===== config.mk =====
export PLATFORM = sky130hd
export DESIGN_NAME = mpil_top
export DESIGN_NICKNAME = d
export VERILOG_FILES = /design/src/design/mpil_pkg.sv /design/src/design/mpil_top.sv
export VERILOG_INCLUDE_DIRS = /design/src /design/src/design
export SDC_FILE = /design/constraint.sdc
export NUM_CORES = 2
export LEC_CHECK = 0
export ABC_CLOCK_PERIOD_IN_PS = 218200
export BUFFER_PORTS_ARGS = -buffer_cell sky130_fd_sc_hd__buf_2
export CAP_MARGIN = 5
export CORE_MARGIN = 8
export CORE_UTILIZATION = 40
export CTS_CLUSTER_DIAMETER = 100
export DETAILED_ROUTE_END_ITERATION = 10
export PLACE_DENSITY = 0.66
export SLEW_MARGIN = 10
export SYNTH_ARGS = -nofsm -noshare
export SYNTH_HDL_FRONTEND = slang
export SYNTH_SLANG_ARGS = --single-unit

===== constraint.sdc =====
create_clock -name mclk -period 218.2 [get_ports mclk]
set_input_delay 43.64 -clock mclk [delete_from_list [all_inputs] [get_ports mclk]]
set_output_delay 43.64 -clock mclk [all_outputs]
set_load 0.01 [all_outputs]

===== src/design/mpil_defs.svh =====
// Constants for the meter pulse and indicator logic
// How it works
// RULE1 - Red indicator steady on while summed three-phase power is negative.
// RULE2 - Red indicator flashes sporadically while summed power keeps changing sign.
// RULE3 - Red indicator flashes quickly while the line-voltage-absent flag is set.
// RULE4 - Red indicator double-flashes on load failure, including all-zero address switches.
// RULE5 - First yellow indicator mirrors the energy pulse relay at all times.
// RULE6 - Second yellow indicator follows the second relay, fitted or not.
// RULE7 - In display-data mode second relay carries display data; indicator toggles fast.
// RULE8 - Address from six switches, switch 1 weight 32, switch 6 weight 1.
// RULE9 - Slave only; valid slave addresses are 1 through 63.
// RULE10 - Jumper shorted at power-up clears all accumulated energy to zero.
// RULE11 - The clear repeats on every power cycle while the jumper stays shorted.
// RULE12 - Each energy quantum closes the relay, by default for 100 ms.
// RULE13 - Change-of-state mode toggles the relay per quantum instead.
// RULE14 - Pulse weight defaults to 1 Wh and is set by a register.
// RULE15 - Two analog outputs: selectable source, values at 0 V and 10 V, linear.
// RULE16 - Serial port defaults to 9600 baud, 8 data bits, no parity, 1 stop.
// RULE17 - Currents are normalised to a 5 A full-scale representation.
// RULE18 - All outputs and readable data refresh once every 500 ms; the code ties only the analog outputs and the sporadic flag to that tick.
// RULE19 - Distinct blink periods per pattern; priority follows error severity.
`ifndef MPIL_DEFS_SVH
`define MPIL_DEFS_SVH
`define MPIL_CLK_HZ 20000000
`define MPIL_PULSE_MS 100
`define MPIL_REFRESH_MS 500
`define MPIL_FAST_MS 100
`define MPIL_SLOW_MS 400
`define MPIL_DBL_MS 150
`define MPIL_MS_CYC (`MPIL_CLK_HZ / 1000)
// Register word offsets (byte addresses)
`define MPIL_R_CTRL 8'h00
`define MPIL_R_WEIGHT 8'h04
`define MPIL_R_STATUS 8'h08
`define MPIL_R_IRQ 8'h0C
`define MPIL_R_MASK 8'h10
`define MPIL_R_AO0_SEL 8'h14
`define MPIL_R_AO0_LO 8'h18
`define MPIL_R_AO0_HI 8'h1C
`define MPIL_R_AO1_SEL 8'h20
`define MPIL_R_AO1_LO 8'h24
`define MPIL_R_AO1_HI 8'h28
`define MPIL_R_SERIAL 8'h2C
`define MPIL_R_ENERGY 8'h30
// Control fields
`define MPIL_C_TOGGLE 0
`define MPIL_C_DISP 1
`define MPIL_C_LOADERR 2
// Reset values and fixed constants
`define MPIL_WEIGHT_RST 16'h0001
`define MPIL_BAUD_RST 16'h2580
`define MPIL_SERIAL_RST 32'h0008_2580
`define MPIL_FULL_SCALE 16'h0005
`define MPIL_AO_HI_RST 16'h03E8
`define MPIL_DAC_MAX 32'h0000_0FFF
`define MPIL_ZERO_ADDR 6'h00
`endif


===== src/design/mpil_pkg.sv =====
// Types for the meter pulse and indicator logic
package mpil_pkg;
  typedef enum logic [3:0] {
    MPIL_D_OFF = 4'b0001,
    MPIL_D_STEADY = 4'b0010,
    MPIL_D_SPORADIC = 4'b0100,
    MPIL_D_FAST = 4'b1000
  } mpil_diag_t;
  typedef logic [15:0] mpil_word_t;
endpackage : mpil_pkg


===== src/design/mpil_top.sv =====
// Meter pulse relay, indicator and analog mapping logic with Wishbone registers
`timescale 1ns/1ps
`include "mpil_defs.svh"
module mpil_top #(
  parameter int unsigned PULSE_CYC = `MPIL_PULSE_MS * `MPIL_MS_CYC,
  parameter int unsigned REFRESH_CYC = `MPIL_REFRESH_MS * `MPIL_MS_CYC,
  parameter int unsigned FAST_CYC = `MPIL_FAST_MS * `MPIL_MS_CYC,
  parameter int unsigned SLOW_CYC = `MPIL_SLOW_MS * `MPIL_MS_CYC,
  parameter int unsigned DBL_CYC = `MPIL_DBL_MS * `MPIL_MS_CYC
) (
  input wire logic mclk,
  input wire logic resetn,
  input wire logic wb_cyc_i,
  input wire logic wb_stb_i,
  input wire logic wb_we_i,
  input wire logic [7:0] wb_adr_i,
  input wire logic [3:0] wb_sel_i,
  input wire logic [31:0] wb_dat_i,
  output logic [31:0] wb_dat_o,
  output logic wb_ack_o,
  input wire logic signed [15:0] total_power,
  input wire logic voltage_absent,
  input wire logic energy_quantum,
  input wire logic display_data,
  input wire logic second_relay_req,
  input wire logic [5:0] address_switch_bank,
  input wire logic energy_clear_jumper,
  input wire logic [15:0] meas_a,
  input wire logic [15:0] meas_b,
  output logic power_on_indicator,
  output logic diag_indicator,
  output logic energy_relay,
  output logic energy_pulse_indicator,
  output logic second_relay,
  output logic second_relay_indicator,
  output logic [5:0] slave_address,
  output logic address_valid,
  output logic energy_clear,
  output logic [11:0] analog_out0,
  output logic [11:0] analog_out1,
  output logic refresh_tick,
  output logic irq
);
  import mpil_pkg::*;

  // ****************************************
  // Registers and bus
  // ****************************************
  logic [2:0] ctrl;
  mpil_word_t weight;
  mpil_word_t ao_sel [2];
  mpil_word_t ao_lo [2];
  mpil_word_t ao_hi [2];
  logic [31:0] serial_cfg;
  logic [31:0] energy_wh;
  logic [3:0] irq_stat;
  logic [3:0] irq_mask;
  logic [3:0] events;
  logic wr;
  logic [31:0] wmask;
  logic [31:0] next_rd;
  logic boot_done;
  logic [15:0] wcount;
  logic [31:0] pcnt;
  logic [31:0] rcnt;
  logic toggle_mode;
  logic disp_mode;
  logic load_err;
  logic sign_q;
  logic [3:0] flips;
  logic sporadic;
  mpil_diag_t diag_state;
  mpil_diag_t next_diag;
  logic [31:0] bcnt;
  logic [2:0] phase;

  assign wr = wb_cyc_i && wb_stb_i && wb_we_i && wb_ack_o; // Lands where the master sees ack
  assign toggle_mode = ctrl[`MPIL_C_TOGGLE];
  assign disp_mode = ctrl[`MPIL_C_DISP];

  // Byte lane mask from sel
  always_comb
  begin
    wmask = {{8{wb_sel_i[3]}}, {8{wb_sel_i[2]}}, {8{wb_sel_i[1]}}, {8{wb_sel_i[0]}}};
  end

  // Ack one cycle after strobe, dropped the cycle after
  always_ff @(posedge mclk)
  begin
    if (!resetn)
      wb_ack_o <= 1'b0;
    else
      wb_ack_o <= wb_cyc_i && wb_stb_i && !wb_ack_o;
  end

  // Read mux; unmapped addresses read zero
  always_comb
  begin
    case (wb_adr_i)
      `MPIL_R_CTRL: next_rd = {29'h0, ctrl};
      `MPIL_R_WEIGHT: next_rd = {16'h0, weight};
      `MPIL_R_STATUS: next_rd = {6'h0, `MPIL_FULL_SCALE, address_valid, slave_address,
                                 sporadic, voltage_absent, energy_relay}; // RULE17
      `MPIL_R_IRQ: next_rd = {28'h0, irq_stat};
      `MPIL_R_MASK: next_rd = {28'h0, irq_mask};
      `MPIL_R_AO0_SEL: next_rd = {16'h0, ao_sel[0]};
      `MPIL_R_AO0_LO: next_rd = {16'h0, ao_lo[0]};
      `MPIL_R_AO0_HI: next_rd = {16'h0, ao_hi[0]};
      `MPIL_R_AO1_SEL: next_rd = {16'h0, ao_sel[1]};
      `MPIL_R_AO1_LO: next_rd = {16'h0, ao_lo[1]};
      `MPIL_R_AO1_HI: next_rd = {16'h0, ao_hi[1]};
      `MPIL_R_SERIAL: next_rd = serial_cfg;
      `MPIL_R_ENERGY: next_rd = energy_wh;
      default: next_rd = 32'h0;
    endcase
  end

  // Read data registered with the ack
  always_ff @(posedge mclk)
  begin
    if (!resetn)
      wb_dat_o <= 32'h0;
    else if (wb_cyc_i && wb_stb_i && !wb_ack_o)
      wb_dat_o <= next_rd;
  end

  // Writable configuration; writes land on the ack edge semantics of a single cycle
  always_ff @(posedge mclk)
  begin
    if (!resetn)
    begin
      ctrl <= 3'h0;
      weight <= `MPIL_WEIGHT_RST; // RULE14
      serial_cfg <= `MPIL_SERIAL_RST; // RULE16
      irq_mask <= 4'h0;
      ao_sel[0] <= 16'h0;
      ao_sel[1] <= 16'h0;
      ao_lo[0] <= 16'h0;
      ao_lo[1] <= 16'h0;
      ao_hi[0] <= `MPIL_AO_HI_RST;
      ao_hi[1] <= `MPIL_AO_HI_RST;
    end
    else if (wr)
    begin
      case (wb_adr_i)
        `MPIL_R_CTRL: ctrl <= (ctrl & ~wmask[2:0]) | (wb_dat_i[2:0] & wmask[2:0]);
        `MPIL_R_WEIGHT: weight <= (weight & ~wmask[15:0]) | (wb_dat_i[15:0] & wmask[15:0]); // RULE14
        `MPIL_R_MASK: irq_mask <= (irq_mask & ~wmask[3:0]) | (wb_dat_i[3:0] & wmask[3:0]);
        `MPIL_R_AO0_SEL: ao_sel[0] <= wb_dat_i[15:0]; // RULE15
        `MPIL_R_AO0_LO: ao_lo[0] <= wb_dat_i[15:0];
        `MPIL_R_AO0_HI: ao_hi[0] <= wb_dat_i[15:0];
        `MPIL_R_AO1_SEL: ao_sel[1] <= wb_dat_i[15:0];
        `MPIL_R_AO1_LO: ao_lo[1] <= wb_dat_i[15:0];
        `MPIL_R_AO1_HI: ao_hi[1] <= wb_dat_i[15:0];
        `MPIL_R_SERIAL: serial_cfg <= (serial_cfg & ~wmask) | (wb_dat_i & wmask);
        default: ;
      endcase
    end
  end

  // ****************************************
  // Address and power-up energy clear
  // ****************************************
  // Switches sampled as a plain bus; switch 1 wired to bit 5
  always_ff @(posedge mclk)
  begin
    if (!resetn)
    begin
      slave_address <= 6'h0;
      address_valid <= 1'b0;
    end
    else
    begin
      slave_address <= address_switch_bank; // RULE8
      address_valid <= address_switch_bank != `MPIL_ZERO_ADDR; // RULE9
    end
  end

  assign load_err = ctrl[`MPIL_C_LOADERR] || (boot_done && !address_valid); // RULE4

  // Jumper looked at once per reset release, so every power cycle repeats it
  always_ff @(posedge mclk)
  begin
    if (!resetn)
    begin
      boot_done <= 1'b0;
      energy_clear <= 1'b0;
    end
    else
    begin
      boot_done <= 1'b1;
      energy_clear <= !boot_done && energy_clear_jumper; // RULE10 RULE11
    end
  end

  // ****************************************
  // Energy pulse relay
  // ****************************************
  // Quanta counted in Wh; one relay event per weight reached
  // The Wh total survives reset like a stored count; only the jumper clear zeroes it
  always_ff @(posedge mclk)
  begin
    if (!resetn)
    begin
      wcount <= 16'h0;
      energy_relay <= 1'b0;
      pcnt <= 32'h0;
    end
    else if (energy_clear)
    begin
      wcount <= 16'h0;
      energy_wh <= 32'h0; // RULE10
      energy_relay <= 1'b0;
      pcnt <= 32'h0;
    end
    else
    begin
      if (pcnt != 32'h0)
        pcnt <= pcnt - 32'h1;
      else if (!toggle_mode)
        energy_relay <= 1'b0;
      if (energy_quantum)
      begin
        energy_wh <= energy_wh + 32'h1;
        if (wcount + 16'h1 >= weight)
        begin
          wcount <= 16'h0;
          if (toggle_mode)
            energy_relay <= !energy_relay; // RULE13
          else
          begin
            energy_relay <= 1'b1; // RULE12
            pcnt <= PULSE_CYC - 32'h1;
          end
        end
        else
          wcount <= wcount + 16'h1;
      end
    end
  end

  // Indicators follow relays; second relay sources display data in that mode
  always_ff @(posedge mclk)
  begin
    if (!resetn)
      second_relay <= 1'b0;
    else
      second_relay <= disp_mode ? display_data : second_relay_req; // RULE7
  end

  assign energy_pulse_indicator = energy_relay; // RULE5
  assign second_relay_indicator = second_relay; // RULE6 RULE7
  assign power_on_indicator = resetn;

  // ****************************************
  // Refresh tick and analog mapping
  // ****************************************
  always_ff @(posedge mclk)
  begin
    if (!resetn)
    begin
      rcnt <= 32'h0;
      refresh_tick <= 1'b0;
    end
    else
    begin
      refresh_tick <= rcnt == REFRESH_CYC - 1; // RULE18
      rcnt <= (rcnt == REFRESH_CYC - 1) ? 32'h0 : rcnt + 32'h1;
    end
  end

  // Linear map per channel, clamped; offsets allowed by choosing lo above zero
  genvar g;
  generate
    for (g = 0; g < 2; g++)
    begin : g_ao
      logic [15:0] src;
      logic [31:0] num;
      logic [31:0] span;
      logic [31:0] scaled;
      logic [11:0] level;
      assign src = ao_sel[g][0] ? meas_b : meas_a; // RULE15
      assign span = {16'h0, ao_hi[g] - ao_lo[g]};
      assign num = (src <= ao_lo[g]) ? 32'h0 : {16'h0, src - ao_lo[g]};
      assign scaled = (span == 32'h0 || num >= span) ? `MPIL_DAC_MAX :
                      (num * `MPIL_DAC_MAX) / span;
      // One register per channel, so no output has two writers
      always_ff @(posedge mclk)
      begin
        if (!resetn)
          level <= 12'h0;
        else if (refresh_tick)
          level <= scaled[11:0]; // RULE15 RULE18
      end
    end
  endgenerate

  // Registered levels leave through plain wires
  assign analog_out0 = g_ao[0].level;
  assign analog_out1 = g_ao[1].level;

  // ****************************************
  // Diagnostic indicator
  // ****************************************
  // Sign flips counted per refresh window reveal oscillation around zero
  always_ff @(posedge mclk)
  begin
    if (!resetn)
    begin
      sign_q <= 1'b0;
      flips <= 4'h0;
      sporadic <= 1'b0;
    end
    else
    begin
      sign_q <= total_power[15];
      if (refresh_tick)
      begin
        sporadic <= flips >= 4'h2; // RULE2
        flips <= 4'h0;
      end
      else if (sign_q != total_power[15] && flips != 4'hF)
        flips <= flips + 4'h1;
    end
  end

  // Severity order: load failure, no voltage, sporadic, reverse power
  always_comb
  begin
    if (load_err)
      next_diag = MPIL_D_OFF; // RULE19
    else if (voltage_absent)
      next_diag = MPIL_D_FAST;
    else if (sporadic)
      next_diag = MPIL_D_SPORADIC;
    else if (total_power[15])
      next_diag = MPIL_D_STEADY;
    else
      next_diag = MPIL_D_OFF;
  end

  always_ff @(posedge mclk)
  begin
    if (!resetn)
      diag_state <= MPIL_D_OFF;
    else
      diag_state <= next_diag;
  end

  // Shared blink timer; phase counts slots for the double-flash
  always_ff @(posedge mclk)
  begin
    if (!resetn)
    begin
      bcnt <= 32'h0;
      phase <= 3'h0;
    end
    else if (bcnt == 32'h0)
    begin
      phase <= phase + 3'h1;
      bcnt <= load_err ? DBL_CYC - 1 : (diag_state == MPIL_D_FAST) ? FAST_CYC - 1 :
              SLOW_CYC - 1; // RULE19
    end
    else
      bcnt <= bcnt - 32'h1;
  end

  always_ff @(posedge mclk)
  begin
    if (!resetn)
      diag_indicator <= 1'b0;
    else if (load_err)
      diag_indicator <= phase == 3'h0 || phase == 3'h2; // RULE4
    else
    begin
      case (diag_state)
        MPIL_D_STEADY: diag_indicator <= 1'b1; // RULE1
        MPIL_D_FAST: diag_indicator <= phase[0]; // RULE3
        MPIL_D_SPORADIC: diag_indicator <= phase[0] && phase[1]; // RULE2
        MPIL_D_OFF: diag_indicator <= 1'b0;
        default: diag_indicator <= 1'b0;
      endcase
    end
  end

  // ****************************************
  // Interrupts
  // ****************************************
  assign events = {load_err, voltage_absent, sporadic, energy_relay && pcnt == PULSE_CYC - 1};

  // Set wins over a write-one clear in the same cycle
  always_ff @(posedge mclk)
  begin
    if (!resetn)
      irq_stat <= 4'h0;
    else if (wr && wb_adr_i == `MPIL_R_IRQ)
      irq_stat <= (irq_stat & ~(wb_dat_i[3:0] & wmask[3:0])) | events;
    else
      irq_stat <= irq_stat | events;
  end

  assign irq = |(irq_stat & irq_mask);
endmodule : mpil_top


Word level (Yosys, flattened, before mapping)
Memory sizes are Yosys's and may differ from the RTL's.
Cells that the tools add are included.
{ "op_classes": {"add_sub_neg": 11, "mul": 2, "div_mod_pow": 2, "magnitude_cmp": 6, "n_eq_ne": 20, "muxes": 60, "n_bitwise": 28, "n_reduce_logical": 38} }
{ "op_table": {"columns": ["operator", "n"], "rows": [
  ["32-bit one-hot mux with 13 select lines", 1],
  ["32-bit two-way mux", 6],
  ["16-bit two-way mux", 11],
  ["32-bit logical NOT", 3],
  ["32-bit by 1-bit adder with 32-bit output (second input constant)", 2],
  ["32-bit AND", 2],
  ["32-bit by 16-bit divider with 32-bit output", 2],
  ["16-bit subtractor", 4],
  ["32-bit by 1-bit subtractor with 32-bit output (second input constant)", 2],
  ["16-bit by 12-bit multiplier with 28-bit output (second input constant)", 2],
  ["16-bit >= comparator", 3],
  ["23-bit two-way mux", 2],
  ["8-bit by 6-bit equality test with 1-bit output (second input constant)", 5],
  ["1-bit two-way mux", 33],
  ["16-bit AND", 2],
  ["32-bit by 21-bit equality test with 1-bit output (second input constant)", 1],
  ["32-bit by 24-bit equality test with 1-bit output (second input constant)", 1],
  ["8-bit by 5-bit equality test with 1-bit output (second input constant)", 4],
  ["16-bit <= comparator", 2],
  ["32-bit NOT", 1],
  ["32-bit bitwise OR", 1],
  ["32-bit nonzero test", 1],
  ["12-bit two-way mux", 2],
  ["16-bit by 1-bit adder with 16-bit output (second input constant)", 1],
  ["36 further kinds", 73]
]} }
{ "word_totals": {"register_bits": 286, "ram_bits": 96, "n_memories": 3} }
{ "memory_table": {"columns": ["name", "words", "word_bits", "read_ports", "rd_ports_with_merged_regs", "write_ports", "line", "rtl"], "rows": [
  ["ao_hi", 2, 16, 2, 0, 2, "mpil_top.sv:53", "mpil_word_t ao_hi [2];"],
  ["ao_lo", 2, 16, 2, 0, 2, "mpil_top.sv:52", "mpil_word_t ao_lo [2];"],
  ["ao_sel", 2, 16, 2, 0, 2, "mpil_top.sv:51", "mpil_word_t ao_sel [2];"]
]} }

Logic depth before layout (Yosys ltp)
{ "depth": {"word_depth": 7, "mapped_depth": 513} }

Worst setup path after synthesis
No wires, ideal clock.
{ "synth_path": {"kind": "input -> register", "start": "input port meas_b[1]", "end": "register g_ao[1].level[0], in the netlist analog_out1[0]", "arrival_time_ps": 139883, "required_time_ps": 218064, "path_slack_ps": 78181, "cell_stages": 484, "n_path_buf": 43, "cell_sequence": "mux2_2 ha_1 a21o_1 a21o_1 a21oi_1 o21bai_1 a21o_1 a21o_1 nand2_1 nand2_1 a21o_1 a21o_1 a21o_1 a21o_1 a21o_1 a21o_1 a21oi_1 xnor2_1 [... 448 more ...] a21oi_1 nor2b_1 o21ai_0 nand2b_1 a21oi_1 nor2b_1 o21ai_0 nand2b_1 a21oi_1 nor2b_1 o21ai_0 nand2b_1 a21oi_1 nand2_1 a2111oi_0 o21ai_0 a211oi_1 a41oi_1"} }
{ "synth_between": {"elab_chain_len": 6, "word_cells_on_any_way": 9} }
{ "synth_rtl": {"columns": ["element", "line", "rtl"], "rows": [
  ["start, declared", "mpil_top.sv:29", "input wire logic [15:0] meas_b,"],
  ["16-bit two-way mux (*)", "mpil_top.sv:282", "assign src = ao_sel[g][0] ? meas_b : meas_a;"],
  ["16-bit subtractor / 16-bit <= comparator (equally long branches)", "mpil_top.sv:284", "assign num = (src <= ao_lo[g]) ? 32'h0 : {16'h0, src - ao_lo[g]};"],
  ["16-bit two-way mux (*)", "mpil_top.sv:284", null],
  ["16-bit by 12-bit multiplier with 28-bit output (no source line) / 16-bit >= comparator (equally long branches)", null, null],
  ["32-bit by 16-bit divider with 32-bit output / 1-bit logical OR (equally long branches)", "mpil_top.sv:286, mpil_top.sv:285", null],
  ["12-bit two-way mux (*)", "mpil_top.sv:285", "assign scaled = (span == 32'h0 || num >= span) ? `MPIL_DAC_MAX :"],
  ["end signal, assigned", "mpil_top.sv:293", "level <= scaled[11:0];"],
  ["end, declared", "mpil_top.sv:281", "logic [11:0] level;"]
]} }
Every way passes the cells marked *; elsewhere a longest branch is shown, timed or not.
A chain may end at the register's enable or synchronous reset.

Final worst setup path
{ "layout_path": {"start": "input port meas_b[1]", "end": "register g_ao[0].level[0], in the netlist analog_out0[0]"} }
{ "layout_between": {"elab_chain_len": 6, "word_cells_on_any_way": 9} }
{ "layout_rtl": {"columns": ["element", "line"], "rows": [
  ["16-bit two-way mux (*)", "mpil_top.sv:282"],
  ["16-bit subtractor / 16-bit <= comparator (equally long branches)", "mpil_top.sv:284"],
  ["16-bit two-way mux (*)", "mpil_top.sv:284"],
  ["16-bit by 12-bit multiplier with 28-bit output (no source line) / 16-bit >= comparator (equally long branches)", null],
  ["32-bit by 16-bit divider with 32-bit output / 1-bit logical OR (equally long branches)", "mpil_top.sv:286, mpil_top.sv:285"],
  ["12-bit two-way mux (*)", "mpil_top.sv:285"],
  ["end signal, assigned", "mpil_top.sv:293"],
  ["end, declared", "mpil_top.sv:281"]
]} }
Marks and branches as above.

==> metrics.txt <==
main area contributors after synthesis ha_1, dfxtp_1, edfxtp_1, fa_1, nor2_1; Worst Setup Path Type in2reg; Die Width 444.9 um; post-synthesis cell type count 146; Worst setup EP type flop; Critical Path AT 154.55 ns; Slew headroom 0.1819; mean post-synth cell area 7.712 um^2; Inserted Clock Buffers 42; top cell type's share of synthesized area 0.1748; asr flop ratio synth 0; most used cell along the critical path o21a_1; commonest non-fill, non-tap cells in the layout ha_1, nor2_1, nand2_1, a21oi_1, nor3_1; vias in the first global route 70630; largest net degree at the start of global routing 64; final hold violations 0; Buffers on Ports 165; Layout Nets 10910; Die H 444.9 um; Hold Path Cell Cnt 2; r2r endpoint analog_out0[0]; CTS tree built; Synth area leader ha_1; remaining global-route overflow 0; CP max stage delay 0.88 ns; first-pass GRT wire length 370100 um; WL final 232300 um; Syn Inst Count 9540; routability cong. 0.9463; EDFF count, synth 128; status completed; I/O pins 181; Post-Syn Area 73580 um^2; max cap viols 0; H-tree level count 2; DRC errors left 0; Critical Path Start Type input pin; Synth Warn # 0; Avg WL per Cell 19.21 um; cts hold-fix bufs 0; Die Area 197900 um^2; reg-to-reg critical path startpoint ao_sel[0][0]; measured slew at the worst slew-check pin 1.224 ns; mean number of vias per cell 5.992; Max clock buf depth 3; Post-CTS Setup Inserts 0; f_max 6.490 MHz; CP required 218.67 ns; worst reg-to-reg path cell count 451; most used flip-flop cell after synthesis dfxtp_1; most common cell after layout, fill and taps aside ha_1; Post-DRT Antenna Nets 0; RSZ-0062 raised after global routing no; Syn-to-layout area delta 7.115%; setup TNS 0 ns; initial DRC count 5167; Tot GR Track Use 0.2224; clock sink total 382; Initial Utilization 0.4023; CP max stage cell a311oi_1; Resized cells post-CTS 0; Worst-Skew Late Latency 0.61 ns; ratio of cells with drive above 1 in the final layout 0.08542; CP Max Fanout 31; HPWL Detailed 188300 um; Fillers 18540; first drt pass iteration count 6; Final min period 154.08 ns; Tcrit/Tclk final 0.7061; Core ar. 182900 um^2; Root Buffer clkbuf_16; Hold Crit Class reg2reg; #FFs+latches synth 382; flop2flop setup slack 106.08 ns; routed via count 72460; initial antenna violation count 12; Seq/Total Area, Yosys 0.1214; clk slew on worst S/H paths 0.06 ns; skew final 0.01708 ns; Slew Viols, Final 0; final setup fails 0; cell row count 157
[area by class of cell]
type	count	area (um^2)	area share
Clock buffer	57	1197	0.01519
Antenna cell	7	17.52	0.0002223
Tap cell	2464	3083	0.03912
Multi-Input combinational cell	8387	61810	0.7842
Timing Repair Buffer	262	1551	0.01969
Inverter	515	1934	0.02454
Sequential cell	382	8930	0.1133
Clock inverter	20	290.3	0.003683
[worst max-delay path, delay by kind of cell]
| kind | cells | cell delay [ns] |
|---|---|---|
| adders and majority gates | 35 | 12.09 |
| muxes | 8 | 2.45 |
| buffers and inverters | 26 | 4.21 |
| and+or+nand+nor | 94 | 23.86 |
| xor gates and xnor gates | 1 | 0.09 |
| AOI/OAI and AO/OA | 288 | 67.91 |
[through the flow]
stage          std cells    util  setup WS (ns)  instance area [um^2]  hold WS (ns)
4_1_cts            12090  0.4308          65.74                 78790        0.4563
5_1_grt            12090  0.4308          56.42                 78790        0.4722
3_3_place_gp       12010  0.4227          66.89                 77300        0.4409
3_5_place_dp       12010  0.4227          65.46                 77300        0.4477
2_1_floorplan       9547       -          78.18                 73600        0.3903
6_report           12090  0.4309          64.12                 78810        0.4593
[layer usage]
metal | share of wire | wire length, um | up-vias | GRT usage
met5 | 0.00028 | 66 | - | 0
met4 | 0.034 | 7950 | 10 | 0.06895
met3 | 0.060 | 13940 | 392 | 0.02982
met2 | 0.47 | 109400 | 2004 | 0.3942
met1 | 0.43 | 101000 | 34460 | 0.2795
li1 | - | - | 35590 | -
[how the worst max path moves through the flow]
stage	start	end	cells after the start
floorplan	meas_b[1]	analog_out1[0]	484
CTS	meas_b[1]	analog_out0[0]	450
detailed placement	meas_b[1]	analog_out0[0]	451
global route	meas_b[1]	analog_out0[0]	459
finish	meas_b[1]	analog_out0[0]	452
global placement	meas_b[1]	analog_out0[0]	450
[kinds of logic after synthesis]
| group | synth area share |
|---|---|
| adders and majority gates | 0.2252 |
| muxes | 0.04581 |
| other | 0.00005097 |
| and+or+nand+nor | 0.2283 |
| xor gates and xnor gates | 0.06712 |
| buffers and inverters | 0.04119 |
| DFF | 0.1214 |
| AOI/OAI and AO/OA | 0.2710 |
[cells in the mapped netlist (all sizes together), types with 119 or more instances]
master	n
ha	1028
fa	184
xor2	243
o21ai	411
o31ai	260
nand3	210
inv	514
nand2	839
mux2	217
nor3	545
edfxtp	128
dfxtp	254
a31oi	119
nor2	928
xnor2	320
clkbuf	202
a21o	247
a21oi	611
and2	157
o21a	448
Power is left out: the tool's default activity adds up to more than one toggle a clock period on the data nets, which glitch-free logic cannot reach.
